--- src/verilog/drkc_consts.vh ---
`ifndef DRKC_CONSTS_VH
`define DRKC_CONSTS_VH
// clock rate in kHz (200 MHz)
`define DRKC_CLK_KHZ 200000
// cts delays in ms
`define DRKC_CTS_SHORT_MS 10
`define DRKC_CTS_LONG_MS 20
// key hold times in ms
`define DRKC_HOLD_SHORT_MS 1
`define DRKC_HOLD_LONG_MS 20
// power-up delay before continuous keying, in ms
`define DRKC_PWRUP_MS 10
// derived cycle counts
`define DRKC_CTS_SHORT_CYC (`DRKC_CTS_SHORT_MS * `DRKC_CLK_KHZ)
`define DRKC_CTS_LONG_CYC (`DRKC_CTS_LONG_MS * `DRKC_CLK_KHZ)
`define DRKC_HOLD_SHORT_CYC (`DRKC_HOLD_SHORT_MS * `DRKC_CLK_KHZ)
`define DRKC_HOLD_LONG_CYC (`DRKC_HOLD_LONG_MS * `DRKC_CLK_KHZ)
`define DRKC_PWRUP_CYC (`DRKC_PWRUP_MS * `DRKC_CLK_KHZ)
// counter width
`define DRKC_CW 24
`define DRKC_ONE 24'h000001
`define DRKC_ZERO 24'h000000
`endif

--- src/verilog/drkc_delay.v ---
`timescale 1ns/1ps
`include "drkc_consts.vh"
// ==========================================================
// on/off delay: output rises after trigger high for on_len
// cycles, falls after trigger low for off_len cycles
module drkc_delay #(
  parameter CW = `DRKC_CW
) (
  input wire clk_i,
  input wire rst_i,
  input wire trig_i,
  input wire [CW-1:0] on_len_i,
  input wire [CW-1:0] off_len_i,
  output reg out_o
);
  reg [CW-1:0] cnt;
  reg trig_d;

  // counter restarts on every change of trigger
  always @(posedge clk_i or posedge rst_i) begin
    if (rst_i) begin
      cnt <= {CW{1'b0}};
      trig_d <= 1'b0;
      out_o <= 1'b0;
    end else begin
      trig_d <= trig_i;
      if (trig_i != trig_d) begin
        cnt <= {{(CW-1){1'b0}}, 1'b1};
      end else if (trig_i != out_o) begin
        if (cnt >= (trig_i ? on_len_i : off_len_i)) begin
          out_o <= trig_i;
        end else begin
          cnt <= cnt + {{(CW-1){1'b0}}, 1'b1};
        end
      end
    end
  end
endmodule

--- src/verilog/drkc_top.v ---
`timescale 1ns/1ps
`include "drkc_consts.vh"
// Summary of operation
// - cts delay 10 ms or 20 ms on, selected by switch
// - keying switch off gives continuous key
// - switched key on rts or receive signal
// - hold key 1 ms or 20 ms after drop
// - continuous key after short power-up delay
// - key enable off leaves key request undriven
// - key enable on keys on squelch open
// - tx data from rx, terminal data while rts
// - receive data also presented on rxd
// - carrier detect passed to dcd
// - synchronizer used only when enabled
// - sleep input low sleeps both radios
// - orderwire voice keys transmitter in analog
// - orderwire voice selects analog mode automatically
// - one transmit data source at a time
// - rts drop returns path to repeating
module drkc_top #(
  parameter CTS_SHORT_CYC = `DRKC_CTS_SHORT_CYC,
  parameter CTS_LONG_CYC = `DRKC_CTS_LONG_CYC,
  parameter HOLD_SHORT_CYC = `DRKC_HOLD_SHORT_CYC,
  parameter HOLD_LONG_CYC = `DRKC_HOLD_LONG_CYC,
  parameter PWRUP_CYC = `DRKC_PWRUP_CYC
) (
  // clock and reset
  input wire MCLK_I,
  input wire RST_I,
  // board switch settings
  input wire CTS_DELAY_SELECT_I,
  input wire TRANSMIT_KEY_MODE_SELECT_I,
  input wire KEY_HOLD_SELECT_I,
  input wire TRANSMITTER_KEY_INPUT_ENABLE_I,
  input wire SYNCHRONIZER_ENABLE_I,
  // terminal port
  input wire TERM_RTS_I,
  input wire TERM_TXD_I,
  output reg TERM_CTS_O,
  output reg TERM_RXD_O,
  output reg TERM_DCD_O,
  input wire SLEEP_N_I,
  // receiver radio
  input wire RX_DATA_I,
  input wire RX_CARRIER_I,
  input wire RX_SQUELCH_OPEN_I,
  // plug-in synchronizer
  input wire SYNC_DATA_I,
  output reg SYNC_DATA_O,
  // orderwire handset
  input wire VOICE_ACTIVE_I,
  // transmitter radio and sleep
  output reg TX_DATA_O,
  output reg TRANSMITTER_KEY_REQUEST_O,
  output reg TRANSMITTER_KEY_REQUEST_OE_O,
  output reg TX_ANALOG_MODE_O,
  output reg RADIOS_SLEEP_O
);
  // lengths are cut to the counter width on purpose
  // the counter is wide enough for the longest delay
  localparam CW = `DRKC_CW;
  localparam [CW-1:0] CTS_S = CTS_SHORT_CYC;
  localparam [CW-1:0] CTS_L = CTS_LONG_CYC;
  localparam [CW-1:0] HOLD_S = HOLD_SHORT_CYC;
  localparam [CW-1:0] HOLD_L = HOLD_LONG_CYC;
  localparam [CW-1:0] PWRUP = PWRUP_CYC;

  wire cts_del;
  wire key_held;
  wire key_src;
  wire [CW-1:0] cts_len;
  wire [CW-1:0] hold_len;
  reg [CW-1:0] pwr_cnt;
  reg pwr_done;
  reg next_key;
  reg next_key_req;
  reg next_tx_data;

  // ========================================================
  // cts delay toward terminal port
  // gives the transmitter time to key before terminal data
  assign cts_len = CTS_DELAY_SELECT_I ? CTS_S : CTS_L;
  drkc_delay #(.CW(CW)) u_cts (
    .clk_i(MCLK_I),
    .rst_i(RST_I),
    .trig_i(TERM_RTS_I),
    .on_len_i(cts_len),
    .off_len_i(`DRKC_ONE),
    .out_o(cts_del)
  );

  // ========================================================
  // switched keying with hold, restarted on reassertion
  // the hold bridges short gaps so the link does not drop
  assign key_src = TERM_RTS_I | RX_SQUELCH_OPEN_I | VOICE_ACTIVE_I;
  assign hold_len = KEY_HOLD_SELECT_I ? HOLD_S : HOLD_L;
  drkc_delay #(.CW(CW)) u_hold (
    .clk_i(MCLK_I),
    .rst_i(RST_I),
    .trig_i(key_src),
    .on_len_i(`DRKC_ZERO),
    .off_len_i(hold_len),
    .out_o(key_held)
  );

  // ========================================================
  // power-up delay for continuous keying
  // counter stops once done, so it never wraps and rekeys
  always @(posedge MCLK_I or posedge RST_I) begin
    if (RST_I) begin
      pwr_cnt <= `DRKC_ZERO;
      pwr_done <= 1'b0;
    end else if (!pwr_done) begin
      if (pwr_cnt >= PWRUP) begin
        pwr_done <= 1'b1;
      end else begin
        pwr_cnt <= pwr_cnt + `DRKC_ONE;
      end
    end
  end

  // key source selection
  // continuous mode ignores every keying source
  always @* begin
    if (!TRANSMIT_KEY_MODE_SELECT_I) begin
      next_key = pwr_done;
    end else begin
      next_key = key_held | key_src;
    end
  end

  // ========================================================
  // terminal port status toward the customer unit
  always @(posedge MCLK_I or posedge RST_I) begin
    if (RST_I) begin
      TERM_CTS_O <= 1'b0;
      TERM_RXD_O <= 1'b1; // idle at mark
      TERM_DCD_O <= 1'b0;
    end else begin
      // cts only while rts stands, so a drop clears it at once
      TERM_CTS_O <= cts_del & TERM_RTS_I;
      TERM_RXD_O <= RX_DATA_I;
      TERM_DCD_O <= RX_CARRIER_I;
    end
  end

  // ========================================================
  // feed toward the plug-in synchronizer
  // the copy always runs; only the return path is switched
  always @(posedge MCLK_I or posedge RST_I) begin
    if (RST_I) begin
      SYNC_DATA_O <= 1'b1; // idle at mark
    end else begin
      SYNC_DATA_O <= RX_DATA_I;
    end
  end

  // ========================================================
  // transmit data source: one source only, never a merge
  always @* begin
    if (TERM_RTS_I) begin
      next_tx_data = TERM_TXD_I;
    end else if (SYNCHRONIZER_ENABLE_I) begin
      next_tx_data = SYNC_DATA_I;
    end else begin
      next_tx_data = RX_DATA_I;
    end
  end

  // registered transmit data, mark during reset
  always @(posedge MCLK_I or posedge RST_I) begin
    if (RST_I) begin
      TX_DATA_O <= 1'b1;
    end else begin
      TX_DATA_O <= next_tx_data;
    end
  end

  // ========================================================
  // key request value, held low while the pin is released
  // so a key-on-data radio never sees a stray key
  always @* begin
    next_key_req = next_key & TRANSMITTER_KEY_INPUT_ENABLE_I;
  end

  // registered key request and its output enable
  always @(posedge MCLK_I or posedge RST_I) begin
    if (RST_I) begin
      TRANSMITTER_KEY_REQUEST_O <= 1'b0;
      TRANSMITTER_KEY_REQUEST_OE_O <= 1'b0;
    end else begin
      TRANSMITTER_KEY_REQUEST_O <= next_key_req;
      TRANSMITTER_KEY_REQUEST_OE_O <= TRANSMITTER_KEY_INPUT_ENABLE_I;
    end
  end

  // ========================================================
  // orderwire analog mode and radio sleep
  always @(posedge MCLK_I or posedge RST_I) begin
    if (RST_I) begin
      TX_ANALOG_MODE_O <= 1'b0;
      RADIOS_SLEEP_O <= 1'b0;
    end else begin
      // analog follows voice, no operator step needed
      TX_ANALOG_MODE_O <= VOICE_ACTIVE_I;
      // sleep input idles high, low puts both radios down
      RADIOS_SLEEP_O <= ~SLEEP_N_I;
    end
  end
endmodule

--- config.mk ---
export PLATFORM = sky130hd
export DESIGN_NAME = drkc_top
export DESIGN_NICKNAME = d
export VERILOG_FILES = /design/src/verilog/drkc_delay.v /design/src/verilog/drkc_top.v
export VERILOG_INCLUDE_DIRS = /design/src /design/src/verilog
export SDC_FILE = /design/constraint.sdc
export NUM_CORES = 1
export LEC_CHECK = 0
export ABC_AREA = 1
export BUFFER_PORTS_ARGS = -buffer_cell sky130_fd_sc_hd__buf_4
export CAP_MARGIN = 10
export CORE_MARGIN = 3
export CORE_UTILIZATION = 58
export CTS_CLUSTER_SIZE = 28
export DETAILED_ROUTE_END_ITERATION = 10
export GPL_TIMING_DRIVEN = 0
export PLACE_DENSITY = 0.78
export SLEW_MARGIN = 20
export SYNTH_ARGS = -nofsm -noshare
export SYNTH_HDL_FRONTEND = slang
export SYNTH_HIERARCHICAL = 1
export SYNTH_SLANG_ARGS = --single-unit
--- constraint.sdc ---
create_clock -name MCLK_I -period 1.8 [get_ports MCLK_I]
set_clock_uncertainty 0.1 [all_clocks]
set_input_delay 0.18 -clock MCLK_I [delete_from_list [all_inputs] [get_ports MCLK_I]]
set_output_delay 0.18 -clock MCLK_I [all_outputs]
set_load 0.03 [all_outputs]
[Yosys cells after proc, flatten, opt, wreduce, memory -nomap -nowiden]
Index checks and enable logic that the tools add are counted.
W data, S select, Z words.
Storage, ports and cells
  register bits: 85
  word-level logic and storage cells: 60
Cells by class
  add/sub/neg operators: 3
  order comparisons: 3
  mux-type cells: 15
  eq/ne operators: 6
  reductions and logical operators: 7
  bitwise operators: 10
Operator list (number)
  $mux W24: 6
  $mux W22: 4
  $add A24 B1 Y24 const B: 3
  $ge A24 B24 Y1: 2
  $ge A24 B21 Y1 const B: 1
  $reduce_and A2 Y1: 3
  $reduce_and A3 Y1: 2
  $mux W1: 5
  $not A1 Y1: 5
  $ne A1 B1 Y1: 4
  $ne A2 B1 Y1 const B: 2
  $reduce_bool A2 Y1: 2
  $or A1 B1 Y1: 3
  $and A1 B1 Y1: 2

[Logic depth before layout (Yosys ltp)]
  depth in word-level cells: 7
  gate-level depth with buffers: 19
  gate-level depth less buffers: 16

[Modules after synthesis]
Netlist, hierarchy kept.
By module, submodules not included
  drkc_delay (u_cts): instances 1, cells each 405, area an instance 2772.7 µm², sequential area each 650.6 µm²
  drkc_delay (u_hold): instances 1, cells each 408, area an instance 2687.6 µm², sequential area each 650.6 µm²
  drkc_top: instances 1, cells each 244, area an instance 1801.7 µm², sequential area each 828.3 µm²

[Worst setup path before layout]
OpenSTA, ideal clock, no wires.
  kind: input -> register
  start point: input TERM_RTS_I
  end point: register u_hold.cnt[5]
  cell stages on the path: 19
  arrival: 2.354 ns
  slack: -0.771 ns
  setup time: 0.117 ns
  path buffers: 3
  data required time: 1.583 ns
  cells stage by stage: inv_1 nand2_1 buf_4 buf_1 mux2i_1 ha_1 nand2_1 nor2_1 nand2_2 inv_1 nand2_1 nand3_1 nor2_1 nand2_2 nand2_4 nand2_8 buf_6 nand2_1 nand2_1
Between the ends
  cells in the longest elaborated chain, start to end: 6
  elaborated cells on any way between the ends: 10
  classes of those cells: order compare (1); eq/ne (3); mux (2); bitwise (2); reduce/logical (2)
RTL lines
  from (decl): RTL line drkc_top.v:37  | input wire TERM_RTS_I,
  $or A1 B1 Y1 * (2 in a row): RTL line drkc_top.v:95  | assign key_src = TERM_RTS_I | RX_SQUELCH_OPEN_I | VOICE_ACTIVE_I;
  net key_src: RTL line drkc_top.v:70  | wire key_src;
  $mux W22: RTL line drkc_delay.v:30  | if (cnt >= (trig_i ? on_len_i : off_len_i)) begin
  $ge A24 B24 Y1: RTL line drkc_delay.v:30
  $ne A2 B1 Y1 (no source line)
  $reduce_and A2 Y1 (no source line)
  to (signal assigned): RTL line drkc_delay.v:22  | cnt <= {CW{1'b0}};
  to (signal assigned): RTL line drkc_delay.v:28  | cnt <= {{(CW-1){1'b0}}, 1'b1};
  to (signal assigned): RTL line drkc_delay.v:33  | cnt <= cnt + {{(CW-1){1'b0}}, 1'b1};
  to (decl): RTL line drkc_delay.v:16  | reg [CW-1:0] cnt;
Mark *: on every way through the listed nets, which the timed path passes. The rest lies on a longest branch.
A chain may end at the register's enable or synchronous reset.

[Worst setup path after layout]
  start point: register u_cts.cnt[23]
  end point: register u_cts.cnt[19]
Between the ends
  cells in the longest elaborated chain, start to end: 3
RTL lines (RTL line)
  from (decl): drkc_delay.v:16
  from (signal assigned): drkc_delay.v:22
  from (signal assigned): drkc_delay.v:28
  from (signal assigned): drkc_delay.v:33
  $ge A24 B24 Y1: drkc_delay.v:30
  $ne A2 B1 Y1 (no source line)
  $reduce_and A2 Y1 (no source line)
No other way between the ends.

==> impl_metrics.toml <==
[cts]
h-tree-depth = 3
cts.reportedPaths.clkPinSlew_ns = 0.06
clock_path_buffers = 2
clkLatencyLatePin_ns = 0.34
cts_buffers = 9
cts_tree = "done"
clock_sinks = 85
root_buffer = "clkbuf_16"

[floorplan]
die_y_um = 118
fp.dieW_um = 118
initial_utilization = 0.600
top_level_ports = 24
fp-row-count = 40
die_area_um2 = 13900
core_um2 = 12100

[pwr]
power.switching_uw = 1880
p_int_uw = 3990
combinationalPowerShare = 0.296
ir_drop_uv = 759
switching_share = 0.319
pwr-share-seq = 0.366
power_leakage_uw = 0.00521
power_density_nw_per_um2 = 605
clockPowerShare = 0.338

[worst_setup_path]
critPathBufInv = 3
crit_path_start_kind = "flip-flop"
cpPeakStageDelay_ns = 0.42
path_cells = "ha_4, nand2_4, nor2_4, buf_12, nand2_4, nor2_4, nand2_1, nand2_2, nor2_4, nand2_4, nand2_8, nand2_8, buf_12, buf_16, nand2_2, nand2_1"
critPathMaxFanout = 5
arrival_ns = 2.40
cp_slowest_cell = "dfrtp_1"
crit_type = "reg2reg"
crit_family = "simple AND/OR/NAND/NOR gates"
end_kind = "flip-flop"
regToRegSetupSlack_ns = -0.43
worstPathRequired_ns = 1.98

[timing]
final-max-slew-violation-count = 0
min_period_over_period = 1.24
max-slew-margin-rel = 0.325
final-hold-violation-count = 0
setup_violations = 50
max_freq_mhz = 449
fin_crit_ns = 2.23
timing.final.ws_setup_ns = -0.427
worst_pin_slew_ns = 1.01
grt_setup_unrepaired = "true"

[cells_and_area]
finalCoreUtilization = 0.801
antenna_cells = 0
fillers = 804
syn_to_final_growth_pct = 33.5
final-instance-count-excl-fill = 1421
drive_above_1_share = 0.239
fin_nets = 1315

[global_routing]
gr-total-overflow = 0
grt.total_usage = 0.278
grt_antenna_before_repair = 0
grt_pass1_wl_mm = 31.8
grt_pass1_vias = 6804
grt_start_max_net_pins = 34

[route]
drtPass1Iterations = 6
drtIter0Drc = 654
wire_per_inst_um = 14.8
vias = 7571
routed_via_density = 5.33
ant_nets = 0
drcViolationCount = 0
wirelength_mm = 21.0

[min_path]
hold_path.class = "in2reg"

[yosys]
ys_types = 39
synthSimpleGateAreaFrac = 0.394
synth-xor-area-share = 0.0507
synth_top_family_by_area = "simple AND/OR/NAND/NOR gates"
synthMuxAreaShare = 0.0665
yosysSeqAreaShare = 0.293
syn_area_um2 = 7260
netlist_instances = 1057
synth-compound-area-share = 0.0257
ys_seq_elements = 85
avgSynthCellArea_um2 = 6.87
ys_warn_count = 6
synth_fa_ha_area_frac = 0.0896

[place]
gp_congestion = 0.931
io_buffers = 23
dp_cells = 1327
hpwl_mm = 12.7

[outcome]
status = "finished with violations"
violations = "negative setup slack"

[flow_run]
max-cap-violations = 0
==> timing repair <==
action | 4_1_cts | 5_1_grt
cloned | 3 | 0
pin swaps | 33 | 25
resized for setup | 89 | 82
hold buffers | 10 | 0
setup buffers | 49 | 21
endpoints found under the hold margin | 39 | 0
setup endpoints to repair | 50 | 50
==> cell families (layout without fill, tap and decap cells) <==
group | Yosys count | in the layout
xor gates and xnor gates | 39 | 39
buffers and inverters | 122 | 239
muxes | 48 | 48
DFF | 85 | 85
adders and majority gates | 52 | 52
other | 2 | 81
AOI/OAI and AO/OA | 36 | 36
and+or+nand+nor | 673 | 673
==> metal layers <==
metal / vias up / track usage / part of all wire
met1: 3468 / 0.373 / 0.40
met5: - / 0 / 0
li1: 3648 / - / -
met3: 76 / 0.0481 / 0.086
met4: 0 / 0.0681 / 0.028
met2: 379 / 0.470 / 0.48
==> registers in the layout, indices dropped and copies added (netlist names) <==
signal                        flops
TERM_DCD_O                        1
u_hold/out_o                      1
u_cts/cnt                        24
SYNC_DATA_O                       1
TRANSMITTER_KEY_REQUEST_OE_O      1
TERM_CTS_O                        1
RADIOS_SLEEP_O                    1
TX_DATA_O                         1
u_cts/out_o                       1
u_cts/trig_d                      1
u_hold/trig_d                     1
TX_ANALOG_MODE_O                  1
pwr_done                          1
TRANSMITTER_KEY_REQUEST_O         1
u_hold/cnt                       24
pwr_cnt                          24
==> power by group through the flow <==
| stage | registers, uW | logic (uW) | clock network [uW] |
|---|---|---|---|
| 5_1_grt | 2150 | 1880 | 2070 |
| 4_1_cts | 2130 | 1610 | 1990 |
| 3_5_place_dp | 2180 | 1210 | 0 |
| 2_1_floorplan | 2160 | 918 | 0 |
| 3_3_place_gp | 2170 | 1180 | 0 |
| 6_report | 2150 | 1740 | 1980 |
==> worst register-to-register path: stages (launching register included) <==
cell and delay [ns]:
dfrtp_1 0.42, ha_4 0.30, nand2_4 0.06, nor2_4 0.16
buf_12 0.12, nand2_4 0.05, nor2_4 0.10, nand2_1 0.09
nand2_2 0.10, nor2_4 0.04, nand2_4 0.09, nand2_8 0.08
nand2_8 0.12, buf_12 0.12, buf_16 0.12, nand2_2 0.05
nand2_1 0.05
==> layout by cell type (no fill, tap or decap), types with 3 or more instances in the layout <==
master         count
inv_2              7
nor2_2            10
buf_4             74
a21oi_2            6
dfrtp_2           28
nor2_4            10
nand3_1           68
nand4_1           20
nand2_1          330
o21ai_0           11
mux2i_1           39
clkbuf_1           8
ha_1              42
mux2i_4            4
mux2i_2            3
nand2_8            4
clkbuf_16          9
nand3_2            3
xnor2_1           17
nor2_1           139
dfrtp_1           55
a21oi_1           16
inv_1             82
clkinv_1           3
buf_6             16
nand2_2           52
buf_2              5
nand2_4           24
buf_12            12
buf_8              5
ha_4              10
dlygate4sd3_1     10
xor2_1            20
conb_1            81
nand3b_1           6
==> per-stage QoR <==
step / cell area, um^2 / power [uW] / hold slack [ns] / TNS [ns] / worst slack [ns]
CTS: 9290 / 5730 / 0.0446 / -14.66 / -0.421
global route: 9700 / 6110 / 0.145 / -22.80 / -0.543
floorplan: 7650 / 3070 / 0.0845 / -13.40 / -0.398
finish: 9700 / 5870 / 0.142 / -17.48 / -0.427
global placement: 8040 / 3360 / 0.189 / -36.96 / -0.926
detailed placement: 8040 / 3380 / 0.191 / -38.66 / -0.948
==> layout make-up <==
type / instances / area, um^2 / area share
plain buffers: 27 / 304 / 0.0314
clock buffers: 12 / 236 / 0.0244
clock inverters: 4 / 72.6 / 0.00748
inverters: 94 / 358 / 0.0369
multi-input cells: 929 / 5410 / 0.557
flip-flops and latches: 85 / 2160 / 0.223
well taps: 168 / 210 / 0.0217
repair buffers: 102 / 946 / 0.0975
==> cell usage after synthesis (all sizes together) <==
master  instances  share of area
nor3            2         0.0014
nand3b          6         0.0062
o21ai          13         0.0090
ha             52          0.090
nand4          20          0.017
o21bai          1         0.0010
nor2          159          0.087
mux2            2         0.0031
a21oi          22          0.016
clkinv          1        0.00052
clkbuf          5         0.0026
buf            23          0.028
dfstp           2         0.0072
xor2           22          0.030
xnor2          17          0.021
mux2i          46          0.063
and2            2         0.0017
or2             2         0.0017
nand2         410           0.23
dfrtp          83           0.29
inv            93          0.048
conb            2         0.0010
nand3          72          0.050
==> worst paths after layout <==
kind                                   start             end  depth (start not counted)
max in group asynchronous              RST_I  u_hold/cnt[21]                          3
max                            u_cts/cnt[23]   u_cts/cnt[19]                         16
min reg2reg                      pwr_cnt[22]     pwr_cnt[22]                          1
min in group asynchronous              RST_I   u_cts/cnt[20]                          3
min                        RX_SQUELCH_OPEN_I   u_hold/trig_d                          4
max reg2reg                    u_cts/cnt[23]   u_cts/cnt[19]                         16
Power figures use the tool's default switching activity.
